==> src/bcot_defs.svh <==
/*
 * constants for the baud and clock-out timer: speed scaling, reset
 * filter lengths and reload arithmetic.
 * assumes inclusion by bare name from the package and the modules.
 */
`ifndef BCOT_DEFS_SVH
`define BCOT_DEFS_SVH

// ************************************************************
// speed and reset timing
// ************************************************************
`define BCOT_RST_OSC_12CLK   24   // oscillator periods, 12-clock mode
`define BCOT_RST_OSC_6CLK    12   // oscillator periods, 6-clock mode
`define BCOT_CNT_W           16   // count and reload width
`define BCOT_BAUD_DIV        16   // overflows per serial bit
`define BCOT_BAUD_DIV_W      4

`endif

==> src/bcot_pkg.sv <==
/*
 * types for the baud and clock-out timer.
 * assumes bcot_defs.svh is on the include path.
 */
`include "bcot_defs.svh"

package bcot_pkg;

   // ************************************************************
   // speed of the core clocking
   // ************************************************************
   typedef enum logic
   {
      BCOT_SPEED_12 = 1'b0,
      BCOT_SPEED_6  = 1'b1
   } bcot_speed_t;

   // ************************************************************
   // reset filter states, gray coded along the path
   // ************************************************************
   typedef enum logic [1:0]
   {
      BCOT_RS_IDLE  = 2'b00,
      BCOT_RS_COUNT = 2'b01,
      BCOT_RS_HELD  = 2'b11
   } bcot_rstate_t;

endpackage

==> src/bcot_reset_filter.sv <==
/*
 * reset pin filter: asserts a reset request once the synchronised reset
 * pin has stayed high for two machine cycles of oscillator periods.
 * assumes clk is the oscillator and the pin is already synchronised.
 */
`timescale 1ns/1ns
`default_nettype none
`include "bcot_defs.svh"

module bcot_reset_filter
   import bcot_pkg::*;
(
   // clock and reset
   input  wire logic clk,
   input  wire logic reset_n,
   // control
   input  wire logic pinHigh,
   input  wire logic sixClock,
   // result
   output logic      resetReq
);

   logic [4:0]   cnt_r;
   bcot_rstate_t state_r;
   logic [4:0]   need;

   // length depends on current speed
   assign need = sixClock ? 5'(`BCOT_RST_OSC_6CLK - 1)
                          : 5'(`BCOT_RST_OSC_12CLK - 1);

   // count consecutive high cycles
   always_ff @(posedge clk or negedge reset_n)
   begin
      if (!reset_n)
      begin
         state_r  <= BCOT_RS_IDLE;
         cnt_r    <= 5'h00;
         resetReq <= 1'b0;
      end
      else if (!pinHigh)
      begin
         state_r  <= BCOT_RS_IDLE;
         cnt_r    <= 5'h00;
         resetReq <= 1'b0;
      end
      else
      begin
         case (state_r)
            BCOT_RS_IDLE:
            begin
               state_r <= BCOT_RS_COUNT;
               cnt_r   <= 5'h01; // first high cycle counts as one
            end
            BCOT_RS_COUNT:
            begin
               if (cnt_r >= need) // [RQ5]
               begin
                  state_r  <= BCOT_RS_HELD;
                  resetReq <= 1'b1;
               end
               else
                  cnt_r <= cnt_r + 5'h01;
            end
            BCOT_RS_HELD:
               resetReq <= 1'b1;
            default:
               state_r <= BCOT_RS_IDLE;
         endcase
      end
   end

endmodule

`default_nettype wire

==> src/bcot_timer.sv <==
/*
 * baud and clock-out timer: 16-bit reload counter feeding serial bit
 * ticks and a 50% clock-out pin, plus speed select and reset filter.
 * assumes clk is the oscillator; pins arrive asynchronous; control
 * bits come from same-clock register logic as plain ports.
 */
`timescale 1ns/1ns
`default_nettype none
`include "bcot_defs.svh"

// What this block does
// RQ1 - speed bit 0 gives 12-clock mode, 1 gives 6-clock mode
// RQ2 - programmed speed fuse forces 6-clock mode regardless of speed bit
// RQ3 - speed bit writable any time; 6-clock halves all timing intervals
// RQ4 - after reset run 12-clock unless the fuse selects 6-clock
// RQ5 - reset taken after pin high 24 periods (12-clk) or 12 (6-clk)
// RQ6 - clock-out active only with counter select 0, enable and run set
// RQ7 - clock-out frequency is osc over n times (65536 minus reload)
// RQ8 - rollovers in clock-out mode raise no interrupt
// RQ9 - baud and clock-out may run together from one reload and rate
// RQ10 - transmit and receive clock selects route each baud source
// RQ11 - in baud mode a high byte rollover reloads both count bytes
// RQ12 - serial bit rate equals overflow rate divided by 16
// RQ13 - baud timer counts at osc (6-clk) or half osc (12-clk)
// RQ14 - internal bit rate is osc over 16 or 32 times reload span
// RQ15 - baud behaviour only while a transmit or receive select is 1
// RQ16 - baud mode rollover sets no overflow flag and no interrupt
// RQ17 - baud mode trigger falling edge sets external flag, no reload
// RQ18 - software stops the timer before touching count or reload
// RQ19 - clock-out pin toggles on every overflow
module bcot_timer
   import bcot_pkg::*;
#(
   parameter int CNT_W = `BCOT_CNT_W
)
(
   // clock and reset
   input  wire logic             clk,
   input  wire logic             reset_n,
   // speed control
   input  wire logic             double_speed_select,
   input  wire logic             fused_double_speed,
   // timer control
   input  wire logic             timer_two_run,
   input  wire logic             timer_or_counter_select,
   input  wire logic             clockout_enable,
   input  wire logic             transmit_clock_source,
   input  wire logic             receive_clock_source,
   input  wire logic             external_trigger_enable,
   input  wire logic             extFlagClear,
   input  wire logic [CNT_W-1:0] reloadValue,
   // pins
   input  wire logic             resetPin,
   input  wire logic             countPinIn,
   input  wire logic             trigger_input_pin,
   output logic                  countPinOut,
   output logic                  countPinOe,
   // serial port ticks
   output logic                  txBaudTick,
   output logic                  rxBaudTick,
   output logic                  txUseThisTimer,
   output logic                  rxUseThisTimer,
   // status
   output logic                  sixClockMode,
   output logic                  resetRequest,
   output logic                  external_trigger_flag,
   output logic                  overflow_flag,
   output logic                  timerIrq,
   output logic [CNT_W-1:0]      countValue
);

   // ************************************************************
   // signals
   // ************************************************************
   logic [2:0]       resSync_r;
   logic [2:0]       cntSync_r;
   logic [2:0]       trgSync_r;
   logic             sixClock;
   logic             baudMode;
   logic             clkOutMode;
   logic             countEn;
   logic [CNT_W-1:0] count_r;
   logic             overflow;
   logic             prescale_r;
   logic [`BCOT_BAUD_DIV_W-1:0] baudDiv_r;
   logic             resetFiltered;

   // ************************************************************
   // input synchronisers
   // ************************************************************
   // two flops, third stage for edge detection
   always_ff @(posedge clk or negedge reset_n)
   begin
      if (!reset_n)
      begin
         resSync_r <= 3'h0;
         cntSync_r <= 3'h0;
         trgSync_r <= 3'h7;
      end
      else
      begin
         resSync_r <= {resSync_r[1:0], resetPin};
         cntSync_r <= {cntSync_r[1:0], countPinIn};
         trgSync_r <= {trgSync_r[1:0], trigger_input_pin};
      end
   end

   // ************************************************************
   // speed selection
   // ************************************************************
   // fuse supersedes software bit; bit low after reset
   assign sixClock = fused_double_speed      // [RQ2] [RQ4]
                   | double_speed_select;    // [RQ1] [RQ3]

   always_ff @(posedge clk or negedge reset_n)
   begin
      if (!reset_n)
         sixClockMode <= 1'b0;
      else
         sixClockMode <= sixClock;
   end

   // ************************************************************
   // reset pin filter
   // ************************************************************
   bcot_reset_filter u_resetFilter
   (
      .clk      (clk),
      .reset_n  (reset_n),
      .pinHigh  (resSync_r[1]),
      .sixClock (sixClock),
      .resetReq (resetFiltered)
   );

   always_ff @(posedge clk or negedge reset_n)
   begin
      if (!reset_n)
         resetRequest <= 1'b0;
      else
         resetRequest <= resetFiltered; // [RQ5]
   end

   // ************************************************************
   // mode decode
   // ************************************************************
   assign baudMode   = transmit_clock_source
                     | receive_clock_source;                // [RQ15]
   assign clkOutMode = !timer_or_counter_select
                     & clockout_enable & timer_two_run;     // [RQ6]

   // ************************************************************
   // count prescaler
   // ************************************************************
   // half rate in 12-clock, full rate in 6-clock
   always_ff @(posedge clk or negedge reset_n)
   begin
      if (!reset_n)
         prescale_r <= 1'b0;
      else
         prescale_r <= !prescale_r;
   end

   // enable: external falling edge in counter mode, else prescaled osc
   always_comb
   begin
      if (!timer_two_run)
         countEn = 1'b0;
      else if (timer_or_counter_select)
         countEn = cntSync_r[2] & !cntSync_r[1];
      else
         countEn = sixClock | prescale_r;                    // [RQ13] [RQ3]
   end

   assign overflow = countEn & (&count_r);

   // ************************************************************
   // counter with reload
   // ************************************************************
   // any high byte rollover reloads the whole pair
   always_ff @(posedge clk or negedge reset_n)
   begin
      if (!reset_n)
         count_r <= '0;
      else if (overflow)
         count_r <= reloadValue;                             // [RQ11] [RQ9]
      else if (countEn)
         count_r <= count_r + CNT_W'(1);
   end

   always_ff @(posedge clk or negedge reset_n)
   begin
      if (!reset_n)
         countValue <= '0;
      else
         countValue <= count_r; // valid only when stopped [RQ18]
   end

   // ************************************************************
   // overflow flag and interrupt
   // ************************************************************
   // no flag in baud or clock-out mode; only reset clears it
   always_ff @(posedge clk or negedge reset_n)
   begin
      if (!reset_n)
         overflow_flag <= 1'b0;
      else if (overflow && !baudMode && !clkOutMode)         // [RQ16] [RQ8]
         overflow_flag <= 1'b1;
   end

   // ************************************************************
   // external trigger flag
   // ************************************************************
   // falling edge sets flag; reload untouched in baud mode
   always_ff @(posedge clk or negedge reset_n)
   begin
      if (!reset_n)
         external_trigger_flag <= 1'b0;
      else if (external_trigger_enable
               && trgSync_r[2] && !trgSync_r[1])              // [RQ17]
         external_trigger_flag <= 1'b1;
      else if (extFlagClear)
         external_trigger_flag <= 1'b0;
   end

   always_ff @(posedge clk or negedge reset_n)
   begin
      if (!reset_n)
         timerIrq <= 1'b0;
      else
         timerIrq <= overflow_flag | external_trigger_flag;
   end

   // ************************************************************
   // clock-out pin
   // ************************************************************
   // toggle per overflow gives n = 2 or 4 overall
   always_ff @(posedge clk or negedge reset_n)
   begin
      if (!reset_n)
      begin
         countPinOut <= 1'b0;
         countPinOe  <= 1'b0;
      end
      else
      begin
         countPinOe <= clkOutMode;                            // [RQ6]
         if (!clkOutMode)
            countPinOut <= 1'b0;
         else if (overflow)
            countPinOut <= !countPinOut;                      // [RQ19] [RQ7]
      end
   end

   // ************************************************************
   // baud ticks
   // ************************************************************
   // one tick per 16 overflows: osc over 16 or 32 times span
   always_ff @(posedge clk or negedge reset_n)
   begin
      if (!reset_n)
         baudDiv_r <= '0;
      else if (!baudMode)
         baudDiv_r <= '0;
      else if (overflow)
         baudDiv_r <= baudDiv_r
                      + {{(`BCOT_BAUD_DIV_W-1){1'b0}}, 1'b1}; // [RQ12]
   end

   always_ff @(posedge clk or negedge reset_n)
   begin
      if (!reset_n)
      begin
         txBaudTick     <= 1'b0;
         rxBaudTick     <= 1'b0;
         txUseThisTimer <= 1'b0;
         rxUseThisTimer <= 1'b0;
      end
      else
      begin
         txUseThisTimer <= transmit_clock_source;             // [RQ10]
         rxUseThisTimer <= receive_clock_source;
         txBaudTick <= transmit_clock_source && overflow
                       && (&baudDiv_r);                       // [RQ14]
         rxBaudTick <= receive_clock_source && overflow
                       && (&baudDiv_r);
      end
   end

   // ************************************************************
   // checks
   // ************************************************************
   property p_speed;
      @(posedge clk) disable iff (!reset_n)
      fused_double_speed |=> sixClockMode;
   endproperty
   a_speed: assert property (p_speed) // [RQ2]
      else $error("fuse did not force six clock mode");

   property p_oe;
      @(posedge clk) disable iff (!reset_n)
      (clockout_enable && timer_two_run && !timer_or_counter_select)
      |=> countPinOe;
   endproperty
   a_oe: assert property (p_oe) // [RQ6]
      else $error("clock out not enabled");

   property p_noflag;
      @(posedge clk) disable iff (!reset_n)
      (overflow && baudMode && !overflow_flag) |=> !overflow_flag;
   endproperty
   a_noflag: assert property (p_noflag) // [RQ16]
      else $error("baud rollover set overflow flag");

   property p_reload;
      @(posedge clk) disable iff (!reset_n)
      overflow |=> (count_r == $past(reloadValue));
   endproperty
   a_reload: assert property (p_reload) // [RQ11]
      else $error("no reload on rollover");

   property p_toggle;
      @(posedge clk) disable iff (!reset_n)
      (overflow && clkOutMode) |=> (countPinOut != $past(countPinOut));
   endproperty
   a_toggle: assert property (p_toggle) // [RQ19]
      else $error("clock out did not toggle");

   property p_half;
      @(posedge clk) disable iff (!reset_n)
      (timer_two_run && !timer_or_counter_select && !sixClock && countEn)
      |=> (!countEn || sixClock);
   endproperty
   a_half: assert property (p_half) // [RQ13]
      else $error("twelve clock count too fast");

   property p_ext;
      @(posedge clk) disable iff (!reset_n)
      (external_trigger_enable && trgSync_r[2] && !trgSync_r[1])
      |=> external_trigger_flag;
   endproperty
   a_ext: assert property (p_ext) // [RQ17]
      else $error("trigger edge lost");

   property p_tick;
      @(posedge clk) disable iff (!reset_n)
      txBaudTick |-> $past(overflow) && $past(transmit_clock_source);
   endproperty
   a_tick: assert property (p_tick) // [RQ10]
      else $error("tick without overflow");

endmodule

`default_nettype wire

==> config.mk <==
export PLATFORM = sky130hd
export DESIGN_NAME = bcot_timer
export DESIGN_NICKNAME = d
export VERILOG_FILES = /design/src/bcot_pkg.sv /design/src/bcot_reset_filter.sv /design/src/bcot_timer.sv
export VERILOG_INCLUDE_DIRS = /design/src
export SDC_FILE = /design/constraint.sdc
export NUM_CORES = 1
export LEC_CHECK = 0
export BUFFER_PORTS_ARGS = -buffer_cell sky130_fd_sc_hd__buf_4
export CAP_MARGIN = 20
export CORE_ASPECT_RATIO = 1.2
export CORE_MARGIN = 2
export CORE_UTILIZATION = 49
export DETAILED_ROUTE_END_ITERATION = 8
export PLACE_DENSITY = 0.79
export SYNTH_ARGS = -nofsm -noshare
export SYNTH_HDL_FRONTEND = slang
export SYNTH_HIERARCHICAL = 1
export SYNTH_SLANG_ARGS = --single-unit
==> constraint.sdc <==
create_clock -name clk -period 1.71 [get_ports clk]
set_input_delay 0.171 -clock clk [delete_from_list [all_inputs] [get_ports clk]]
set_output_delay 0.171 -clock clk [all_outputs]
set_load 0.1 [all_outputs]
### Word-level counts from Yosys, hierarchy flattened

Cells that the tools add are included.

* $add $sub $neg: 3
* multiply operators: 0
* div/mod/pow operators: 0
* magnitude comparators: 1
* eq/ne operators: 9
* shift-type cells: 0
* muxes and demuxes: 20
* bitwise gates (word level): 8
* reductions and logical operators: 23

Operators by type and width (number)
* two-way mux 16 bit: 2
* adder 16 x 1 -> 16 bit (second input constant): 1
* AND reduction 16 bit: 1
* two-way mux 5 bit: 3
* case mux 5 bit (2 select lines): 1
* logical AND 1 bit: 8
* two-way mux 1 bit: 8
* two-way mux 4 bit: 2
* zero test 1 bit: 7
* inequality test 3 x 1 -> 1 bit (second input constant): 2
* case mux 2 bit (3 select lines): 1
* AND reduction 2 bit: 3
* adder 5 x 1 -> 5 bit (second input constant): 1
* greater-or-equal comparator 5 bit: 1
* adder 4 x 1 -> 4 bit (second input constant): 1
* bitwise AND 1 bit: 4
* two-way mux 2 bit: 2
* inequality test 2 x 1 -> 1 bit (second input constant): 2
* OR 1 bit: 4
* AND reduction 4 bit: 1
* nonzero test 2 bit: 2
* inequality test 3 x 2 -> 1 bit (second input constant): 1
* inequality test 3 bit (second input constant): 1
* == test 2 x 1 -> 1 bit (second input constant): 1
* 4 further kinds: 4

* register bits after elaboration: 64
* latch bits: 0
* RAM bits: 0
* memory bits (read-only): 0
* word-level logic and storage cells: 85
* memories: 0

### Longest topological paths before layout

* word-level depth: 7
* gate-level depth with buffers: 7
* mapped depth without buffers: 7

### Modules after synthesis

Netlist, hierarchy kept.

Modules (own cells, without submodules)
* bcot_timer: times used 1, cells an instance 189, area an instance 2228.4 µm², sequential area each 1405.1 µm²
* bcot_reset_filter: times used 1, cells an instance 61, area an instance 540.5 µm², sequential area each 200.2 µm²

### Worst setup path before layout

Ideal clock, no wire load.

* path kind: reg-to-reg
* start: register count_r[0]
* end: register count_r[3]
* library setup time: 0.119 ns
* arrival: 1.646 ns
* data required time: 1.591 ns
* slack: -0.055 ns
* cell stages (with the launch flop): 7
* path buffers: 0
* period minus slack after synthesis: 1.765 ns
* path through: dfrtp_1 -> ha_1 -> nand4_4 -> nor4_4 -> nor2b_1 -> a21oi_1 -> o21a_1

* word-level cells in the longest chain between the ends: 3

Ends and longest elaborated chain
* start: declaration: RTL line bcot_timer.sv:82 `logic [CNT_W-1:0] count_r;`
* start signal: assignment: RTL line bcot_timer.sv:185 `count_r <= reloadValue;`
* start signal: assignment: RTL line bcot_timer.sv:187 `count_r <= count_r + CNT_W'(1);`
* adder 16 x 1 -> 16 bit / AND reduction 16 bit (equally long branches): RTL line bcot_timer.sv:187, bcot_timer.sv:174
* two-way mux 16 bit / bitwise AND 1 bit (equally long branches): RTL line bcot_timer.sv:186, bcot_timer.sv:174
* two-way mux 16 bit / nonzero test 2 bit (equally long branches)

Parallel ways exist; a longest one is shown, timed or not. The select of a mux whose other input is x is not followed.
A chain may end at the register's enable or synchronous reset.

### Final worst setup path

* start: register prescale_r
* end: register count_r[10]

* word-level cells in the longest chain between the ends: 5

Ends and longest elaborated chain
* start: declaration: RTL line bcot_timer.sv:84 `logic prescale_r;`
* start signal: assignment: RTL line bcot_timer.sv:160 `prescale_r <= !prescale_r;`
* OR 1 bit *: RTL line bcot_timer.sv:171 `countEn = sixClock | prescale_r;`
* two-way mux 1 bit *: RTL line bcot_timer.sv:168 `else if (timer_or_counter_select)`
* two-way mux 1 bit *: RTL line bcot_timer.sv:166 `if (!timer_two_run)`
* bitwise AND 1 bit: RTL line bcot_timer.sv:174 `assign overflow = countEn & (&count_r);`
* two-way mux 16 bit / nonzero test 2 bit (equally long branches)

Mark *: on every way between the ends. The rest lies on a longest branch, timed or not.

==> summary.txt <==
Run status
  • Status: completed

Placed design
  • Placed instance count: 389
  • Port bufs: 56
  • GP Congestion: around 0.90
  • Area of placed instances: 3460 um2
  • Post-DP HPWL: 4450 um

Worst setup path
  • Levels on crit path: 5
  • Slack of the worst reg-to-reg path: 50 ps
  • Reg2Reg Depth: 5
  • CP cell instances: o41a_1 -> o21ai_0 -> nor2_2 -> nand3_1 -> mux2_2
  • Crit path buf inv count: 0
  • Startpoint types: flop
  • WS Path Type: reg -> reg
  • Crit-path leading delay family: compound AO/OA/AOI/OAI gates
  • Crit-path max FO: 2
  • WP data required: 1920 ps
  • RR Endpoint: count_r[10]$_DFFE_PN0P_
  • Worst Path Arrival: 1870 ps
  • CP endpoint kind: flop
  • CP peak stage delay: 450 ps
  • Slowest-stage cell, CP: o41a_1
  • Reg2reg start: prescale_r$_DFF_PN0_

Yosys
  • Synth Area in XOR/XNOR: 0.0127
  • Flops & latches, synth: 64
  • Avg Cell Area, Syn: approximately 11 um2
  • Synth Area in Adders: 0.0271
  • Primary FF master, synth: dfrtp_1
  • EDFF count, synth: 0
  • Largest family of logic cells by synthesized area: simple AND/OR/NAND/NOR gates
  • Net Count, Synth: about 290
  • Sequential share of the synthesized area: 0.580
  • Post-synthesis simple-gate area fraction: 0.199
  • Mux cell area share after synthesis: 0.0149
  • Compound-Gate Fraction of Synth Area: 0.142
  • Yosys warns: 6
  • Synth Cell Area: 2770 um2
  • Mapped Cells: 250
  • Netlist cell types: 51
  • Asr flop ratio synth: 1.00

Timing
  • Final Hold Fails: 0
  • Minimum clock period: 1660 ps
  • Peak Freq: roughly 600 MHz
  • Worst-Margin Slew: 419 ps
  • Worst Hold Margin: a little under 30 ps
  • # setup viols final: 0
  • Final slew viol count: 0
  • Relative slew slack: 0.718
  • Fin crit share: 0.972
  • Final Skew: 10.4 ps

Power and ir drop
  • Leak pwr: around 1.8 nW
  • Pwr/cell area: 1150 nW/um2
  • VDD IR-drop max: 0.831 mV

Floorplanning
  • Die X: 72.6 um
  • Row Count: 30
  • Initial Util: 0.498
  • I/O pin total: 57
  • Core area: ~5600 um2
  • Die ar.: 6270 um2
  • Die Y: approximately 86 um

Clock tree
  • CTS Sinks: 64
  • Skew-Pair Late Insertion Delay: 320 ps
  • CTS tree: yes
  • Num CTS Buffers: 9
  • CTS H-tree lvls: 3
  • Max clock buf depth: 2
  • Register clock-pin slew on the reported worst setup and hold paths: 70 ps
  • Root buffer cell: clkbuf_8

Drt
  • Vias/cell: ~5.6
  • Routed WL: roughly 6000 um
  • 1st-iter DRT viols: 124
  • Drt pass-1 iters: 6
  • DRT antenna net count: 0
  • Drc violations: 0
  • Total number of vias: 2335
  • Routed wire length per instance: 14.9 um

Flow run
  • Max_cap viols: 0

Cells and area
  • Fillers: 448
  • ANT cells: 0
  • Design area: 3750 um2
  • Layout cells sized above 1: 0.337
  • Fin cells: 414
  • Commonest non-fill, non-tap cell in the layout: buf_4
  • Syn-to-layout area delta: 35.3%
  • Final #Nets: 381
  • Most frequent cells in the layout: 84 x buf_4, 60 x dfrtp_1, 24 x nand2_1, 19 x a21oi_1, 15 x nand3_1
  • Multi-input gate area: 1130 um2
  • Register area: 1610 um2

Global routing
  • Initial antenna violation count: 0
  • Vias in the first global route: approximately 2.2k
  • Largest net degree at the start of global routing: 34
  • Global-route wire length before repair: between 9000 and 10000 um
  • Global route overflow: 0
  • GRT Resource Usage Total: 0.202

Worst hold path
  • Hold crit path type: in -> reg
  • WHS Path Cells: 2
  • Hold Path Sink: external_trigger_flag$_DFFE_PN0P_
  • Hold Startpoint: extFlagClear
synthesized netlist by cell type (3+ instances only):
cell type / number / area, um2
dfrtp_1: 61 / 1530
nand4_1: 5 / 31.3
mux2i_1: 3 / 30.0
o21a_1: 4 / 30.0
nor2_1: 12 / 45.0
and4_1: 5 / 43.8
dfstp_2: 3 / 78.8
a41oi_1: 3 / 26.3
a21oi_1: 19 / 95.1
o21ai_0: 11 / 55.1
ha_1: 6 / 75.1
inv_1: 9 / 33.8
and3_1: 8 / 50.1
and2_1: 3 / 18.8
nand3_1: 16 / 80.1
clkbuf_1: 4 / 15.0
a31oi_1: 7 / 43.8
nand2_1: 24 / 90.1
xor2_1: 3 / 26.3
metal layers:
metal	global-route usage	vias up	wire, um
met5	0	-	0
met4	0.0758	0	90
met3	0.0558	11	410
met2	0.328	102	3130
met1	0.256	1115	2530
li1	-	1107	-
how the worst max path moves through the flow:
stage / slack [ps] / start / endpoint
after global placement: -80 / double_speed_select / u_resetFilter/cnt_r[4]$_DFFE_PN0P_
final: 50 / prescale_r$_DFF_PN0_ / count_r[10]$_DFFE_PN0P_
after global routing: -10 / count_r[0]$_DFFE_PN0P_ / count_r[5]$_DFFE_PN0P_
after detailed placement: -130 / double_speed_select / u_resetFilter/cnt_r[4]$_DFFE_PN0P_
after CTS: 20 / u_resetFilter/cnt_r[4]$_DFFE_PN0P_ / u_resetFilter/cnt_r[4]$_DFFE_PN0P_
after floorplan: 60 / double_speed_select / u_resetFilter/cnt_r[4]$_DFFE_PN0P_
state kept, by name, summed over array words and instances, names as in the netlist, 2 cells and up:
| name | flops |
|---|---|
| countValue | 16 |
| count_r | 16 |
| u_resetFilter/cnt_r | 5 |
| baudDiv_r | 4 |
| cntSync_r | 3 |
| trgSync_r | 3 |
| resSync_r | 2 |
| u_resetFilter/state_r | 2 |
cell families after synthesis:
| logic type | count (synthesis) |
|---|---|
| buffers and inverters | 16 |
| adder cells (fa/ha/maj) | 6 |
| flip-flops | 64 |
| AO/OA/AOI/OAI | 61 |
| AND/OR/NAND/NOR | 95 |
| multiplexers | 4 |
| XOR/XNOR | 4 |
per-stage QoR:
stage	power (mW)	setup slack, ps	setup TNS [ps]	utilization
2_1_floorplan	2.66	58.4	0	-
3_3_place_gp	3.05	-82.6	-155	0.623
3_5_place_dp	3.08	-129	-301	0.623
4_1_cts	4.34	19.6	0	0.668
5_1_grt	4.51	-10.5	-28.6	0.675
6_report	4.33	47.4	0	0.675
worst reg2reg max path: stages (launching register included):
cell and delay [ps]:
dfrtp_1 400, o41a_1 450, o21ai_0 190, nor2_2 90, nand3_1 100, mux2_2 330
cell type report:
cell class / count / area share
Clock buffer: 12 / 0.0387
Clock inverter: 4 / 0.0120
Inverter: 9 / 0.00902
Multi-Input combinational cell: 170 / 0.301
Sequential cell: 64 / 0.429
Tap cell: 64 / 0.0214
Timing Repair Buffer: 91 / 0.190
timing repair:
action,CTS,global route
hold endpoints to repair,37,0
gates resized for setup,0,6
buffers inserted,0,3
hold buffers,6,0
endpoints found under the setup margin,0,21
power by group:
group          switching, mW  total (mW)  internal, mW
Sequential             0.142        1.82          1.68
Combinational          0.896        1.26         0.366
Clock                  0.535        1.24         0.707
Note: power is estimated with default switching activity, not from simulation.
